$ cat src/rtl/rde_cfg.svh
`ifndef RDE_CFG_SVH
`define RDE_CFG_SVH
// ==========================================================
// register byte offsets
`define RDE_OFF_CTRL    8'h00
`define RDE_OFF_STATUS  8'h04
`define RDE_OFF_DST     8'h08
`define RDE_OFF_SRC     8'h0C
`define RDE_OFF_SIZE    8'h10
`define RDE_OFF_LEND    8'h14
`define RDE_OFF_CLIP0   8'h18
`define RDE_OFF_CLIP1   8'h1C
`define RDE_OFF_FG      8'h20
`define RDE_OFF_BG      8'h24
`define RDE_OFF_TRANS   8'h28
`define RDE_OFF_PITCH   8'h2C
`define RDE_OFF_PATLO   8'h30
`define RDE_OFF_PATHI   8'h34
`define RDE_OFF_SRCDAT  8'h38
// ==========================================================
// control field positions
`define RDE_F_CMD_LO    0
`define RDE_F_CLIP      8
`define RDE_F_DTRANS    9
`define RDE_F_PTRANS    10
`define RDE_F_PTRFG     11
`define RDE_F_SMONO     12
`define RDE_F_SSYS      13
`define RDE_F_BPP16     14
`define RDE_F_ROP_LO    16
`define RDE_F_GO        31
// ==========================================================
// status bit positions and reset values
`define RDE_S_OVF       6
`define RDE_RST_CTRL    32'h00CC0000
`define RDE_RST_PITCH   32'h00000140
`define RDE_RST_ZERO    32'h00000000
`endif

$ cat src/rtl/rde_pkg.sv
package rde_pkg;
  typedef enum logic [4:0] {
    RDE_S_IDLE = 5'h01,
    RDE_S_SRC  = 5'h02,
    RDE_S_DST  = 5'h04,
    RDE_S_WR   = 5'h08,
    RDE_S_ADV  = 5'h10
  } rde_state_t;
  typedef enum logic [1:0] {
    RDE_C_NOP  = 2'h0,
    RDE_C_BLT  = 2'h1,
    RDE_C_FILL = 2'h2,
    RDE_C_LINE = 2'h3
  } rde_cmd_t;
endpackage

$ cat src/rtl/rde_ifs.sv
`timescale 1ns/1ps
// ==========================================================
// pixel operands to the raster unit
interface rde_pix_if;
  logic [15:0] src;
  logic        src_mono;
  logic        pat_bit;
  logic [15:0] dst;
  logic [15:0] fg;
  logic [15:0] bg;
  logic [15:0] tcol;
  logic [7:0]  rop;
  logic        bpp16;
  logic        fill;
  logic        dtrans_en;
  logic        ptrans_en;
  logic        ptrans_fg;
  logic [15:0] res;
  logic        skip;
  modport eng (output src, src_mono, pat_bit, dst, fg, bg, tcol, rop, bpp16, fill,
               output dtrans_en, ptrans_en, ptrans_fg, input res, skip);
  modport alu (input src, src_mono, pat_bit, dst, fg, bg, tcol, rop, bpp16, fill,
               input dtrans_en, ptrans_en, ptrans_fg, output res, skip);
endinterface
// ==========================================================
// register access strobes from the bus slave
interface rde_reg_if;
  logic        wr;
  logic [7:0]  waddr;
  logic [31:0] wdata;
  logic [3:0]  wstrb;
  logic        werr;
  logic        rd;
  logic [7:0]  raddr;
  logic [31:0] rdata;
  logic        rerr;
  modport bus (output wr, waddr, wdata, wstrb, rd, raddr, input werr, rdata, rerr);
  modport regs (input wr, waddr, wdata, wstrb, rd, raddr, output werr, rdata, rerr);
endinterface

$ cat src/rtl/rde_pixel.sv
`timescale 1ns/1ps
module rde_pixel (
  rde_pix_if.alu p
);
  import rde_pkg::*;
  // ==========================================================
  // bitwise three-input truth table
  function automatic logic [15:0] rop3(input logic [7:0] code, input logic [15:0] pv,
                                       input logic [15:0] sv, input logic [15:0] dv);
    logic [15:0] r;
    r = 16'h0000;
    for (int i = 0; i < 16; i++) begin
      r[i] = code[{pv[i], sv[i], dv[i]}];
    end
    return r;
  endfunction

  logic [15:0] s_col;
  logic [15:0] p_col;
  logic [15:0] raw;
  logic [15:0] msk;

  always_comb begin
    msk   = p.bpp16 ? 16'hFFFF : 16'h00FF;
    // one fg/bg pair serves both mono operands
    s_col = p.src_mono ? (p.src[0] ? p.fg : p.bg) : p.src;
    p_col = p.pat_bit ? p.fg : p.bg;
    raw   = p.fill ? p.bg : rop3(p.rop, p_col, s_col, p.dst);
    p.res = raw & msk;
    // either transparency test suppresses the write
    p.skip = (p.dtrans_en && (p.res == (p.tcol & msk)))
           || (p.ptrans_en && (p.pat_bit == p.ptrans_fg));
  end
endmodule

$ cat src/rtl/rde_axil.sv
`timescale 1ns/1ps
module rde_axil (
  input  wire logic        clk_i,
  input  wire logic        rst_i,
  input  wire logic [7:0]  s_awaddr_i,
  input  wire logic        s_awvalid_i,
  output logic             s_awready_o,
  input  wire logic [31:0] s_wdata_i,
  input  wire logic [3:0]  s_wstrb_i,
  input  wire logic        s_wvalid_i,
  output logic             s_wready_o,
  output logic [1:0]       s_bresp_o,
  output logic             s_bvalid_o,
  input  wire logic        s_bready_i,
  input  wire logic [7:0]  s_araddr_i,
  input  wire logic        s_arvalid_i,
  output logic             s_arready_o,
  output logic [31:0]      s_rdata_o,
  output logic [1:0]       s_rresp_o,
  output logic             s_rvalid_o,
  input  wire logic        s_rready_i,
  rde_reg_if.bus           r
);
  import rde_pkg::*;
  logic        aw_r, aw_nxt, w_r, w_nxt, b_r, b_nxt, rv_r, rv_nxt;
  logic [7:0]  awa_r, awa_nxt;
  logic [31:0] wd_r, wd_nxt, rd_r, rd_nxt;
  logic [3:0]  ws_r, ws_nxt;
  logic [1:0]  br_r, br_nxt, rr_r, rr_nxt;

  // ==========================================================
  // address and data taken in either order, answer after both
  always_comb begin
    s_awready_o = !aw_r;
    s_wready_o  = !w_r;
    s_arready_o = !rv_r;
    r.wr    = aw_r && w_r && !b_r;
    r.waddr = awa_r;
    r.wdata = wd_r;
    r.wstrb = ws_r;
    r.rd    = s_arvalid_i && !rv_r;
    r.raddr = s_araddr_i;
    aw_nxt  = aw_r;
    awa_nxt = awa_r;
    w_nxt   = w_r;
    wd_nxt  = wd_r;
    ws_nxt  = ws_r;
    b_nxt   = b_r && !s_bready_i;
    br_nxt  = br_r;
    rv_nxt  = rv_r && !s_rready_i;
    rd_nxt  = rd_r;
    rr_nxt  = rr_r;
    if (s_awvalid_i && !aw_r) begin
      aw_nxt  = 1'b1;
      awa_nxt = s_awaddr_i;
    end
    if (s_wvalid_i && !w_r) begin
      w_nxt  = 1'b1;
      wd_nxt = s_wdata_i;
      ws_nxt = s_wstrb_i;
    end
    if (r.wr) begin
      aw_nxt = 1'b0;
      w_nxt  = 1'b0;
      b_nxt  = 1'b1;
      br_nxt = r.werr ? 2'h2 : 2'h0;
    end
    if (r.rd) begin
      rv_nxt = 1'b1;
      rd_nxt = r.rdata;
      rr_nxt = r.rerr ? 2'h2 : 2'h0;
    end
  end

  always_ff @(posedge clk_i) begin
    if (rst_i) begin
      aw_r <= 1'b0; w_r <= 1'b0; b_r <= 1'b0; rv_r <= 1'b0;
      awa_r <= 8'h00; wd_r <= 32'h00000000; ws_r <= 4'h0;
      rd_r <= 32'h00000000; br_r <= 2'h0; rr_r <= 2'h0;
    end else begin
      aw_r <= aw_nxt; w_r <= w_nxt; b_r <= b_nxt; rv_r <= rv_nxt;
      awa_r <= awa_nxt; wd_r <= wd_nxt; ws_r <= ws_nxt;
      rd_r <= rd_nxt; br_r <= br_nxt; rr_r <= rr_nxt;
    end
  end

  assign s_bvalid_o = b_r;
  assign s_bresp_o  = br_r;
  assign s_rvalid_o = rv_r;
  assign s_rdata_o  = rd_r;
  assign s_rresp_o  = rr_r;
endmodule

$ cat src/rtl/rde_top.sv
// The AXI4-Lite interface to the registers and the address map are this design's own decisions.
`timescale 1ns/1ps
`include "rde_cfg.svh"
module rde_top #(
  parameter int AW       = 17,
  parameter int SQ_DEPTH = 8
) (
  input  wire logic          clk_i,
  input  wire logic          rst_i,
  input  wire logic [7:0]    s_awaddr_i,
  input  wire logic          s_awvalid_i,
  output logic               s_awready_o,
  input  wire logic [31:0]   s_wdata_i,
  input  wire logic [3:0]    s_wstrb_i,
  input  wire logic          s_wvalid_i,
  output logic               s_wready_o,
  output logic [1:0]         s_bresp_o,
  output logic               s_bvalid_o,
  input  wire logic          s_bready_i,
  input  wire logic [7:0]    s_araddr_i,
  input  wire logic          s_arvalid_i,
  output logic               s_arready_o,
  output logic [31:0]        s_rdata_o,
  output logic [1:0]         s_rresp_o,
  output logic               s_rvalid_o,
  input  wire logic          s_rready_i,
  output logic               mem_req_o,
  output logic               mem_we_o,
  output logic [AW-1:0]      mem_addr_o,
  output logic [15:0]        mem_wdata_o,
  input  wire logic          mem_ack_i,
  input  wire logic [15:0]   mem_rdata_i,
  output logic               fb_stall_o,
  output logic [4:0]         events_o
);
  import rde_pkg::*;
  localparam int CW = $clog2(SQ_DEPTH + 1);
  localparam int PW = $clog2(SQ_DEPTH);

  // ==========================================================
  // helpers
  function automatic logic [AW-1:0] pix_addr(input logic [15:0] x, input logic [15:0] y,
                                             input logic [15:0] pitch);
    logic [31:0] a;
    a = (y * pitch) + {16'h0000, x};
    return a[AW-1:0];
  endfunction
  function automatic logic [31:0] merge(input logic [31:0] old, input logic [31:0] nw,
                                        input logic [3:0] be);
    logic [31:0] m;
    m = old;
    for (int i = 0; i < 4; i++) begin
      if (be[i]) m[i*8 +: 8] = nw[i*8 +: 8];
    end
    return m;
  endfunction

  rde_reg_if rif ();
  rde_pix_if pif ();

  rde_axil u_axil (
    .clk_i(clk_i), .rst_i(rst_i),
    .s_awaddr_i(s_awaddr_i), .s_awvalid_i(s_awvalid_i), .s_awready_o(s_awready_o),
    .s_wdata_i(s_wdata_i), .s_wstrb_i(s_wstrb_i), .s_wvalid_i(s_wvalid_i),
    .s_wready_o(s_wready_o), .s_bresp_o(s_bresp_o), .s_bvalid_o(s_bvalid_o),
    .s_bready_i(s_bready_i), .s_araddr_i(s_araddr_i), .s_arvalid_i(s_arvalid_i),
    .s_arready_o(s_arready_o), .s_rdata_o(s_rdata_o), .s_rresp_o(s_rresp_o),
    .s_rvalid_o(s_rvalid_o), .s_rready_i(s_rready_i), .r(rif.bus)
  );
  rde_pixel u_pix (.p(pif.alu));

  // ==========================================================
  // register file
  logic [31:0] regs_r [15], regs_nxt [15];
  logic        ovf_r, ovf_nxt;
  logic [15:0] sq_mem [SQ_DEPTH];
  logic [PW-1:0] sq_wp_r, sq_wp_nxt, sq_rp_r, sq_rp_nxt;
  logic [CW-1:0] sq_cnt_r, sq_cnt_nxt;
  logic        sq_push, sq_pop, go, idle, last;
  logic [3:0]  widx, ridx;
  rde_state_t  st_r, st_nxt;
  rde_cmd_t    cmd;

  wire logic [31:0] ctrl = regs_r[0];
  assign cmd = rde_cmd_t'(ctrl[`RDE_F_CMD_LO +: 2]);
  assign widx = rif.waddr[5:2];
  assign ridx = rif.raddr[5:2];
  assign idle = (st_r == RDE_S_IDLE);
  assign go   = rif.wr && (rif.waddr == `RDE_OFF_CTRL) && rif.wstrb[3]
                && rif.wdata[`RDE_F_GO] && idle;
  assign sq_push = rif.wr && (rif.waddr == `RDE_OFF_SRCDAT) && (sq_cnt_r != CW'(SQ_DEPTH));

  always_comb begin
    for (int i = 0; i < 15; i++) regs_nxt[i] = regs_r[i];
    ovf_nxt = ovf_r;
    rif.werr = (rif.waddr[1:0] != 2'h0) || (rif.waddr > `RDE_OFF_SRCDAT);
    if (rif.wr && !rif.werr && widx != 4'h1 && widx != 4'hE) begin
      regs_nxt[widx] = merge(regs_r[widx], rif.wdata, rif.wstrb);
    end
    regs_nxt[0][`RDE_F_GO] = 1'b0;
    // set wins over a same-cycle clear
    if (rif.wr && widx == 4'h1 && rif.wdata[`RDE_S_OVF]) ovf_nxt = 1'b0;
    if (rif.wr && rif.waddr == `RDE_OFF_SRCDAT && !sq_push) ovf_nxt = 1'b1;
    rif.rerr  = (rif.raddr[1:0] != 2'h0) || (rif.raddr > `RDE_OFF_SRCDAT);
    rif.rdata = 32'h00000000;
    if (!rif.rerr) begin
      if (ridx == 4'h1) rif.rdata = {25'h0000000, ovf_r, idle, events_o[3:0], !idle};
      else if (ridx != 4'hE) rif.rdata = regs_r[ridx];
    end
  end

  always_ff @(posedge clk_i) begin
    if (rst_i) begin
      for (int i = 0; i < 15; i++) regs_r[i] <= `RDE_RST_ZERO;
      regs_r[0]  <= `RDE_RST_CTRL;
      regs_r[11] <= `RDE_RST_PITCH;
      ovf_r <= 1'b0;
    end else begin
      for (int i = 0; i < 15; i++) regs_r[i] <= regs_nxt[i];
      ovf_r <= ovf_nxt;
    end
  end

  // ==========================================================
  // source queue fed by host writes to the SRCDAT offset
  always_comb begin
    sq_wp_nxt  = sq_push ? sq_wp_r + PW'(1) : sq_wp_r;
    sq_rp_nxt  = sq_pop ? sq_rp_r + PW'(1) : sq_rp_r;
    sq_cnt_nxt = sq_cnt_r + CW'(sq_push) - CW'(sq_pop);
  end
  always_ff @(posedge clk_i) begin
    if (sq_push) sq_mem[sq_wp_r] <= rif.wdata[15:0];
    if (rst_i) begin
      sq_wp_r <= '0; sq_rp_r <= '0; sq_cnt_r <= '0;
    end else begin
      sq_wp_r <= sq_wp_nxt; sq_rp_r <= sq_rp_nxt; sq_cnt_r <= sq_cnt_nxt;
    end
  end
  // command register holds one command, so both command-queue flags (bits 1 and 0) follow idle
  assign events_o = {idle, sq_cnt_r == '0, sq_cnt_r <= CW'(SQ_DEPTH / 2), idle, idle};
  assign fb_stall_o = !idle;

  // ==========================================================
  // pixel walker
  logic [15:0] x_r, x_nxt, y_r, y_nxt, col_r, col_nxt, row_r, row_nxt;
  logic [15:0] dx_r, dx_nxt, ady_r, ady_nxt, sv_r, sv_nxt, dv_r, dv_nxt;
  logic [17:0] err_r, err_nxt;
  logic        sxn_r, sxn_nxt, syn_r, syn_nxt, inclip, wr_ok, need_src;
  logic signed [18:0] e2, ev, ndy, pdx, en;
  wire logic [15:0] dst_x = regs_r[2][15:0], dst_y = regs_r[2][31:16];
  wire logic [15:0] w = regs_r[4][15:0], h = regs_r[4][31:16];
  wire logic [15:0] x1 = regs_r[5][15:0], y1 = regs_r[5][31:16];
  wire logic [15:0] pitch = regs_r[11][15:0];
  wire logic [63:0] pat = {regs_r[13], regs_r[12]};
  wire logic [AW-1:0] s_addr = pix_addr(regs_r[3][15:0] + col_r, regs_r[3][31:16] + row_r,
                                        pitch);
  wire logic [AW-1:0] d_addr = pix_addr(x_r, y_r, pitch);

  assign inclip = (x_r >= regs_r[6][15:0]) && (x_r <= regs_r[7][15:0])
               && (y_r >= regs_r[6][31:16]) && (y_r <= regs_r[7][31:16]);
  assign wr_ok  = !pif.skip && (inclip || !ctrl[`RDE_F_CLIP]);
  assign need_src = (cmd == RDE_C_BLT);
  assign sq_pop = (st_r == RDE_S_SRC) && need_src && ctrl[`RDE_F_SSYS]
                  && (sq_cnt_r != '0);
  assign last = (cmd == RDE_C_LINE) ? (x_r == x1 && y_r == y1)
                : (col_r == w - 16'h0001 && row_r == h - 16'h0001);

  always_comb begin
    pif.src       = sv_r;
    pif.src_mono  = ctrl[`RDE_F_SMONO];
    pif.pat_bit   = pat[{y_r[2:0], x_r[2:0]}]; // tiled by screen position
    pif.dst       = dv_r;
    pif.fg        = regs_r[8][15:0];
    pif.bg        = regs_r[9][15:0];
    pif.tcol      = regs_r[10][15:0];
    pif.rop       = ctrl[`RDE_F_ROP_LO +: 8];
    pif.bpp16     = ctrl[`RDE_F_BPP16];
    pif.fill      = (cmd == RDE_C_FILL);
    pif.dtrans_en = ctrl[`RDE_F_DTRANS];
    pif.ptrans_en = ctrl[`RDE_F_PTRANS];
    pif.ptrans_fg = ctrl[`RDE_F_PTRFG];
    mem_req_o   = 1'b0;
    mem_we_o    = 1'b0;
    mem_addr_o  = d_addr;
    mem_wdata_o = pif.res;
    case (st_r)
      RDE_S_SRC: begin
        mem_req_o  = need_src && !ctrl[`RDE_F_SSYS];
        mem_addr_o = s_addr;
      end
      RDE_S_DST: mem_req_o = (cmd != RDE_C_FILL);
      RDE_S_WR: begin
        mem_req_o = wr_ok;
        mem_we_o  = 1'b1;
      end
      default: mem_req_o = 1'b0;
    endcase
  end

  always_comb begin
    st_nxt = st_r; x_nxt = x_r; y_nxt = y_r; col_nxt = col_r; row_nxt = row_r;
    dx_nxt = dx_r; ady_nxt = ady_r; err_nxt = err_r; sxn_nxt = sxn_r; syn_nxt = syn_r;
    sv_nxt = sv_r; dv_nxt = dv_r;
    e2  = {err_r, 1'b0};
    ev  = {err_r[17], err_r};
    ndy = -$signed({3'b000, ady_r});
    pdx = $signed({3'b000, dx_r});
    en  = ev + ((e2 >= ndy) ? ndy : 19'sd0) + ((e2 <= pdx) ? pdx : 19'sd0);
    case (st_r)
      RDE_S_IDLE: begin
        // registers are read live, so software must not touch them while busy
        if (go) begin
          x_nxt = dst_x; y_nxt = dst_y; col_nxt = 16'h0000; row_nxt = 16'h0000;
          sxn_nxt = x1 < dst_x;
          syn_nxt = y1 < dst_y;
          dx_nxt  = sxn_nxt ? dst_x - x1 : x1 - dst_x;
          ady_nxt = syn_nxt ? dst_y - y1 : y1 - dst_y;
          err_nxt = {2'b00, dx_nxt} - {2'b00, ady_nxt};
          if (rif.wdata[1:0] == 2'h3 || (rif.wdata[1:0] != 2'h0 && w != 16'h0000
              && h != 16'h0000)) st_nxt = RDE_S_SRC;
        end
      end
      RDE_S_SRC: begin
        if (!need_src) st_nxt = RDE_S_DST;
        else if (sq_pop) begin
          sv_nxt = sq_mem[sq_rp_r];
          st_nxt = RDE_S_DST;
        end else if (mem_req_o && mem_ack_i) begin
          sv_nxt = mem_rdata_i;
          st_nxt = RDE_S_DST;
        end
      end
      RDE_S_DST: begin
        if (cmd == RDE_C_FILL) st_nxt = RDE_S_WR;
        else if (mem_ack_i) begin
          dv_nxt = mem_rdata_i;
          st_nxt = RDE_S_WR;
        end
      end
      RDE_S_WR: if (!wr_ok || mem_ack_i) st_nxt = RDE_S_ADV;
      RDE_S_ADV: begin
        st_nxt = last ? RDE_S_IDLE : RDE_S_SRC;
        if (cmd == RDE_C_LINE) begin
          err_nxt = en[17:0];
          if (e2 >= ndy) x_nxt = sxn_r ? x_r - 16'h0001 : x_r + 16'h0001;
          if (e2 <= pdx) y_nxt = syn_r ? y_r - 16'h0001 : y_r + 16'h0001;
        end else if (col_r == w - 16'h0001) begin
          col_nxt = 16'h0000; row_nxt = row_r + 16'h0001;
          x_nxt = dst_x; y_nxt = y_r + 16'h0001;
        end else begin
          col_nxt = col_r + 16'h0001; x_nxt = x_r + 16'h0001;
        end
      end
      default: st_nxt = RDE_S_IDLE;
    endcase
  end

  always_ff @(posedge clk_i) begin
    if (rst_i) begin
      st_r <= RDE_S_IDLE; x_r <= 16'h0000; y_r <= 16'h0000;
      col_r <= 16'h0000; row_r <= 16'h0000; dx_r <= 16'h0000; ady_r <= 16'h0000;
      err_r <= 18'h00000; sxn_r <= 1'b0; syn_r <= 1'b0; sv_r <= 16'h0000;
      dv_r <= 16'h0000;
    end else begin
      st_r <= st_nxt; x_r <= x_nxt; y_r <= y_nxt; col_r <= col_nxt; row_r <= row_nxt;
      dx_r <= dx_nxt; ady_r <= ady_nxt; err_r <= err_nxt; sxn_r <= sxn_nxt;
      syn_r <= syn_nxt; sv_r <= sv_nxt; dv_r <= dv_nxt;
    end
  end

  // ==========================================================
  // checks
  a_clip_write_in: assert property (@(posedge clk_i) disable iff (rst_i)
    (mem_req_o && mem_we_o && ctrl[`RDE_F_CLIP]) |-> inclip) else $error("write outside clip");
  a_dtrans_no_wr: assert property (@(posedge clk_i) disable iff (rst_i)
    (mem_req_o && mem_we_o && ctrl[`RDE_F_DTRANS]) |-> (mem_wdata_o != (pif.tcol &
    (ctrl[`RDE_F_BPP16] ? 16'hFFFF : 16'h00FF)))) else $error("transparent colour written");
  a_ptrans_no_wr: assert property (@(posedge clk_i) disable iff (rst_i)
    (mem_req_o && mem_we_o && ctrl[`RDE_F_PTRANS]) |-> (pif.pat_bit != ctrl[`RDE_F_PTRFG]))
    else $error("transparent pattern pixel written");
  a_fill_bg_val: assert property (@(posedge clk_i) disable iff (rst_i)
    (mem_req_o && mem_we_o && cmd == RDE_C_FILL) |-> mem_wdata_o == (regs_r[9][15:0]
    & (ctrl[`RDE_F_BPP16] ? 16'hFFFF : 16'h00FF))) else $error("fill not background");
  a_dst_from_mem: assert property (@(posedge clk_i) disable iff (rst_i)
    (st_r == RDE_S_DST && cmd != RDE_C_FILL) |-> (mem_req_o && !mem_we_o
    && mem_addr_o == d_addr)) else $error("destination not read");
  a_idle_after_wr: assert property (@(posedge clk_i) disable iff (rst_i)
    (st_r == RDE_S_WR && mem_ack_i) |=> (st_r == RDE_S_ADV) ##1 (idle == $past(last)))
    else $error("idle timing");
  a_stall_busy: assert property (@(posedge clk_i) disable iff (rst_i)
    (idle && st_nxt == RDE_S_SRC) |=> fb_stall_o [*2]) else $error("no stall while busy");
  a_line_step: assert property (@(posedge clk_i) disable iff (rst_i)
    (st_r == RDE_S_ADV && cmd == RDE_C_LINE && !last) |=> ((x_r != $past(x_r))
    || (y_r != $past(y_r)))) else $error("line did not step");
  a_src_pop_sys: assert property (@(posedge clk_i) disable iff (rst_i)
    sq_pop |=> (st_r == RDE_S_DST && sv_r == $past(sq_mem[sq_rp_r])))
    else $error("queued source lost");
endmodule

$ cat config.mk
export PLATFORM = sky130hd
export DESIGN_NAME = rde_top
export DESIGN_NICKNAME = d
export VERILOG_FILES = /design/src/rtl/rde_pkg.sv /design/src/rtl/rde_ifs.sv /design/src/rtl/rde_pixel.sv /design/src/rtl/rde_axil.sv /design/src/rtl/rde_top.sv
export VERILOG_INCLUDE_DIRS = /design/src /design/src/rtl
export SDC_FILE = /design/constraint.sdc
export NUM_CORES = 2
export LEC_CHECK = 0
export BUFFER_PORTS_ARGS = -buffer_cell sky130_fd_sc_hd__buf_2
export CORE_ASPECT_RATIO = 0.7
export CORE_UTILIZATION = 30
export DETAILED_ROUTE_END_ITERATION = 10
export PLACE_DENSITY = 0.47
export SKIP_LAST_GASP = 1
export SYNTH_ARGS = -nofsm -noshare
export SYNTH_HDL_FRONTEND = slang
export SYNTH_SLANG_ARGS = --single-unit
$ cat constraint.sdc
create_clock -name clk_i -period 13.78 [get_ports clk_i]
set_input_delay 2.067 -clock clk_i [delete_from_list [all_inputs] [get_ports clk_i]]
set_output_delay 2.067 -clock clk_i [all_outputs]
set_load 0.01 [all_outputs]
==> impl_metrics.py <==
metrics = {
    "critical_path": {
        "crit_slowest_cell": "fa_1",
        "arrival_ns": 10.02,
        "critPathCaptureType": "output port",
        "crit_top_cell": "xnor2_1",
        "crit_fanout": 5,
        "cpPeakStageDelay_ns": 0.59,
        "critical_path_class": "reg2out",
        "crit_family": "adder cells",
        "cp_data_required_time_ns": 11.71,
        "critPathBufInv": 2,
        "startpoint_type": "flip-flop",
    },
    "synth": {
        "syn_inst": 6782,
        "synthFlopType": "dfxtp_1",
        "synthTopCellsByCount": "dfxtp_1, nor2_1, nand2_1, inv_1, a211oi_1",
        "syn_area_mm2": 0.0629,
        "synth-async-reset-ratio_pct": 0,
        "synthDistinctLibCells": 101,
        "synth_seq_cells": 860,
        "yosys.area.top_type": "dfxtp_1",
        "synth_top_area_share_pct": 23.3,
        "yosys-top-cells-area": "dfxtp_1, mux4_2, fa_1",
        "yosysWarningCount": 0,
        "yosysSeqAreaShare_pct": 29.4,
        "syn_area_per_cell_um2": 9.28,
        "synth-edff-count": 128,
    },
    "power": {
        "total_power_mw": 5.72,
        "peakVddDrop_uv": 90.2,
        "power_density_mw_per_mm2": 82.0,
        "power_leakage_nw": 25.8,
    },
    "cts": {
        "clock_path_buffers": 3,
        "cts_tree": "built",
        "numCtsBuffers": 87,
        "clockRootBuffer": "clkbuf_16",
        "path_clk_slew_ns": 0.06,
        "h-tree-depth": 3,
        "hold_buffers": 0,
        "clk_latency_ns": 0.73,
        "cts.sinks": 860,
        "post_cts_resized": 0,
        "postCtsSetupRepairBufs": 0,
    },
    "timing": {
        "period_minus_slack_ns": 12.09,
        "max_freq_mhz": 82.7,
        "fin_skew_ns": 0.0537,
        "tns_ns": 0,
        "maxSlewHeadroom_pct": 9.64,
        "period_share_pct": 87.7,
        "finalSetupViolations": 0,
        "slew_violations": 0,
        "rsz0062_at_grt": "false",
        "hold_viol": 0,
        "worst_pin_slew_ns": 1.36,
    },
    "die": {
        "die_x_um": 549,
        "placement_rows": 140,
        "die_area_mm2": 0.212,
        "ios": 158,
        "fp.dieH_um": 385,
        "core_mm2": 0.208,
        "initial_utilization_pct": 30.2,
    },
    "layout": {
        "drive_gt1_share_pct": 13.7,
        "syn_to_final_growth_pct": 10.9,
        "layout.nets": 7349,
    },
    "grt": {
        "overflow": 0,
        "grtUsageTotal_pct": 22.8,
        "grt_pass1_wl_um": 354000,
        "antenna_found_initial": 12,
        "grt_max_degree": 207,
        "grt_pass1_vias": 47800,
    },
    "placed_design": {
        "gp_congestion": 0.936,
        "hpwl_um": 188000,
        "port_buffers": 155,
    },
    "route": {
        "vias": 52400,
        "viasPerCell": 5.49,
        "ant_nets": 0,
        "wl_per_cell_um": 25.9,
        "drc": 0,
        "drt-initial-drc-count": 5813,
        "first_pass_iters": 6,
        "routed_wl_um": 247000,
    },
    "run_status": {
        "status": "complete, no violations",
    },
    "worst_hold_path": {
        "worstHoldPathType": "reg2reg",
    },
    "job": {
        "cap_violations": 0,
    },
}
report_power, final:
group,internal [mW],switching (mW)
clock network,1.44,1.18
logic,0.177,0.333
registers,2.56,0.0350
cell families after synthesis:
group           Yosys count  synth area share [%]
other cells               1               0.00596
buf+inv                1096                  6.69
fa+ha+maj               592                  14.7
simple gates           1968                  14.3
flops                   860                  29.4
xor+xnor                295                  4.17
mux                     579                  15.9
compound gates         1391                  14.9
worst paths after layout:
check / start / endpoint / slack (ns) / cells past startpoint
setup reg to reg: ady_r[0]$_SDFFE_PP0P_ / err_r[16]$_SDFFE_PP0P_ / 5.35 / 32
hold reg to reg: u_axil.s_rdata_o[2]$_SDFFE_PP0P_ / u_axil.s_rdata_o[2]$_SDFFE_PP0P_ / 0.46 / 2
hold / removal: u_axil.s_rdata_o[2]$_SDFFE_PP0P_ / u_axil.s_rdata_o[2]$_SDFFE_PP0P_ / 0.46 / 2
setup / recovery: row_r[0]$_SDFFE_PP0P_ / mem_addr_o[16] / 1.69 / 35
metal layers:
metal / vias to the layer above / wire (um) / share of wire, % / track usage (%)
li1: 23700 / - / - / -
met1: 26500 / 122000 / 49 / 36.1
met2: 1984 / 99700 / 40 / 31.7
met3: 203 / 20700 / 8.4 / 4.23
met4: 4 / 4160 / 1.7 / 3.79
met5: - / 21 / 0.0085 / 0
area by class of cell:
| type | count | area [um2] |
|---|---|---|
| fill | 21400 | 138000 |
| multi-input combinational | 4827 | 40400 |
| sequential | 860 | 18500 |
| tap | 2769 | 3460 |
| clock buffer | 111 | 2400 |
| inverter | 575 | 2160 |
| timing repair buffer | 331 | 2130 |
| clock inverter | 50 | 672 |
| antenna | 14 | 35.0 |
registers in the layout (all words and copies together) (netlist names), 18 cells and up, named ones only:
signal and flops:
u_axil.r.wdata 32, err_r 18, u_axil.s_rdata_o 32, regs_r 479, sq_mem 128
metrics by stage:
step	utilization (%)	area (um2)	cells	hold WS, ns	setup WS (ns)
floorplan	-	62900	6783	0.432	3.57
global placement	32.0	66700	9362	0.446	2.45
detailed placement	32.0	66700	9362	0.449	2.31
CTS	33.5	69800	9523	0.461	1.55
global route	33.5	69800	9524	0.476	1.02
finish	33.5	69800	9537	0.457	1.69
worst reg2reg max path: cells and delay by family (launching register included):
| family | cells | cell delay, ns |
|---|---|---|
| xor+xnor | 2 | 0.44 |
| flops | 1 | 0.36 |
| fa+ha+maj | 4 | 1.14 |
| buf+inv | 2 | 0.32 |
| compound gates | 14 | 3.62 |
| simple gates | 10 | 2.40 |
layout by cell type, fill, tap and decap left out, types with 20 or more instances in the layout:
master / count
nor2_1: 724
dfxtp_1: 723
nand2_1: 574
inv_1: 574
a211oi_1: 452
ha_1: 348
mux4_2: 330
a21oi_1: 254
fa_1: 243
o21ai_0: 230
mux2i_1: 217
xnor2_1: 191
buf_4: 175
buf_2: 152
and2_1: 150
edfxtp_1: 128
nor2b_1: 124
xor2_1: 101
clkbuf_16: 87
nand3_1: 74
a21o_1: 68
nor3_1: 66
a22oi_1: 44
nand2b_1: 41
nand4_1: 38
o21a_1: 36
a31oi_1: 35
o211ai_1: 32
nor4_1: 31
and3_1: 30
a21boi_0: 25
o21bai_1: 23
mux2_2: 22
o2111ai_1: 20
or3_1: 20
clkinv_2: 20
(Power assumes the default switching activity.)
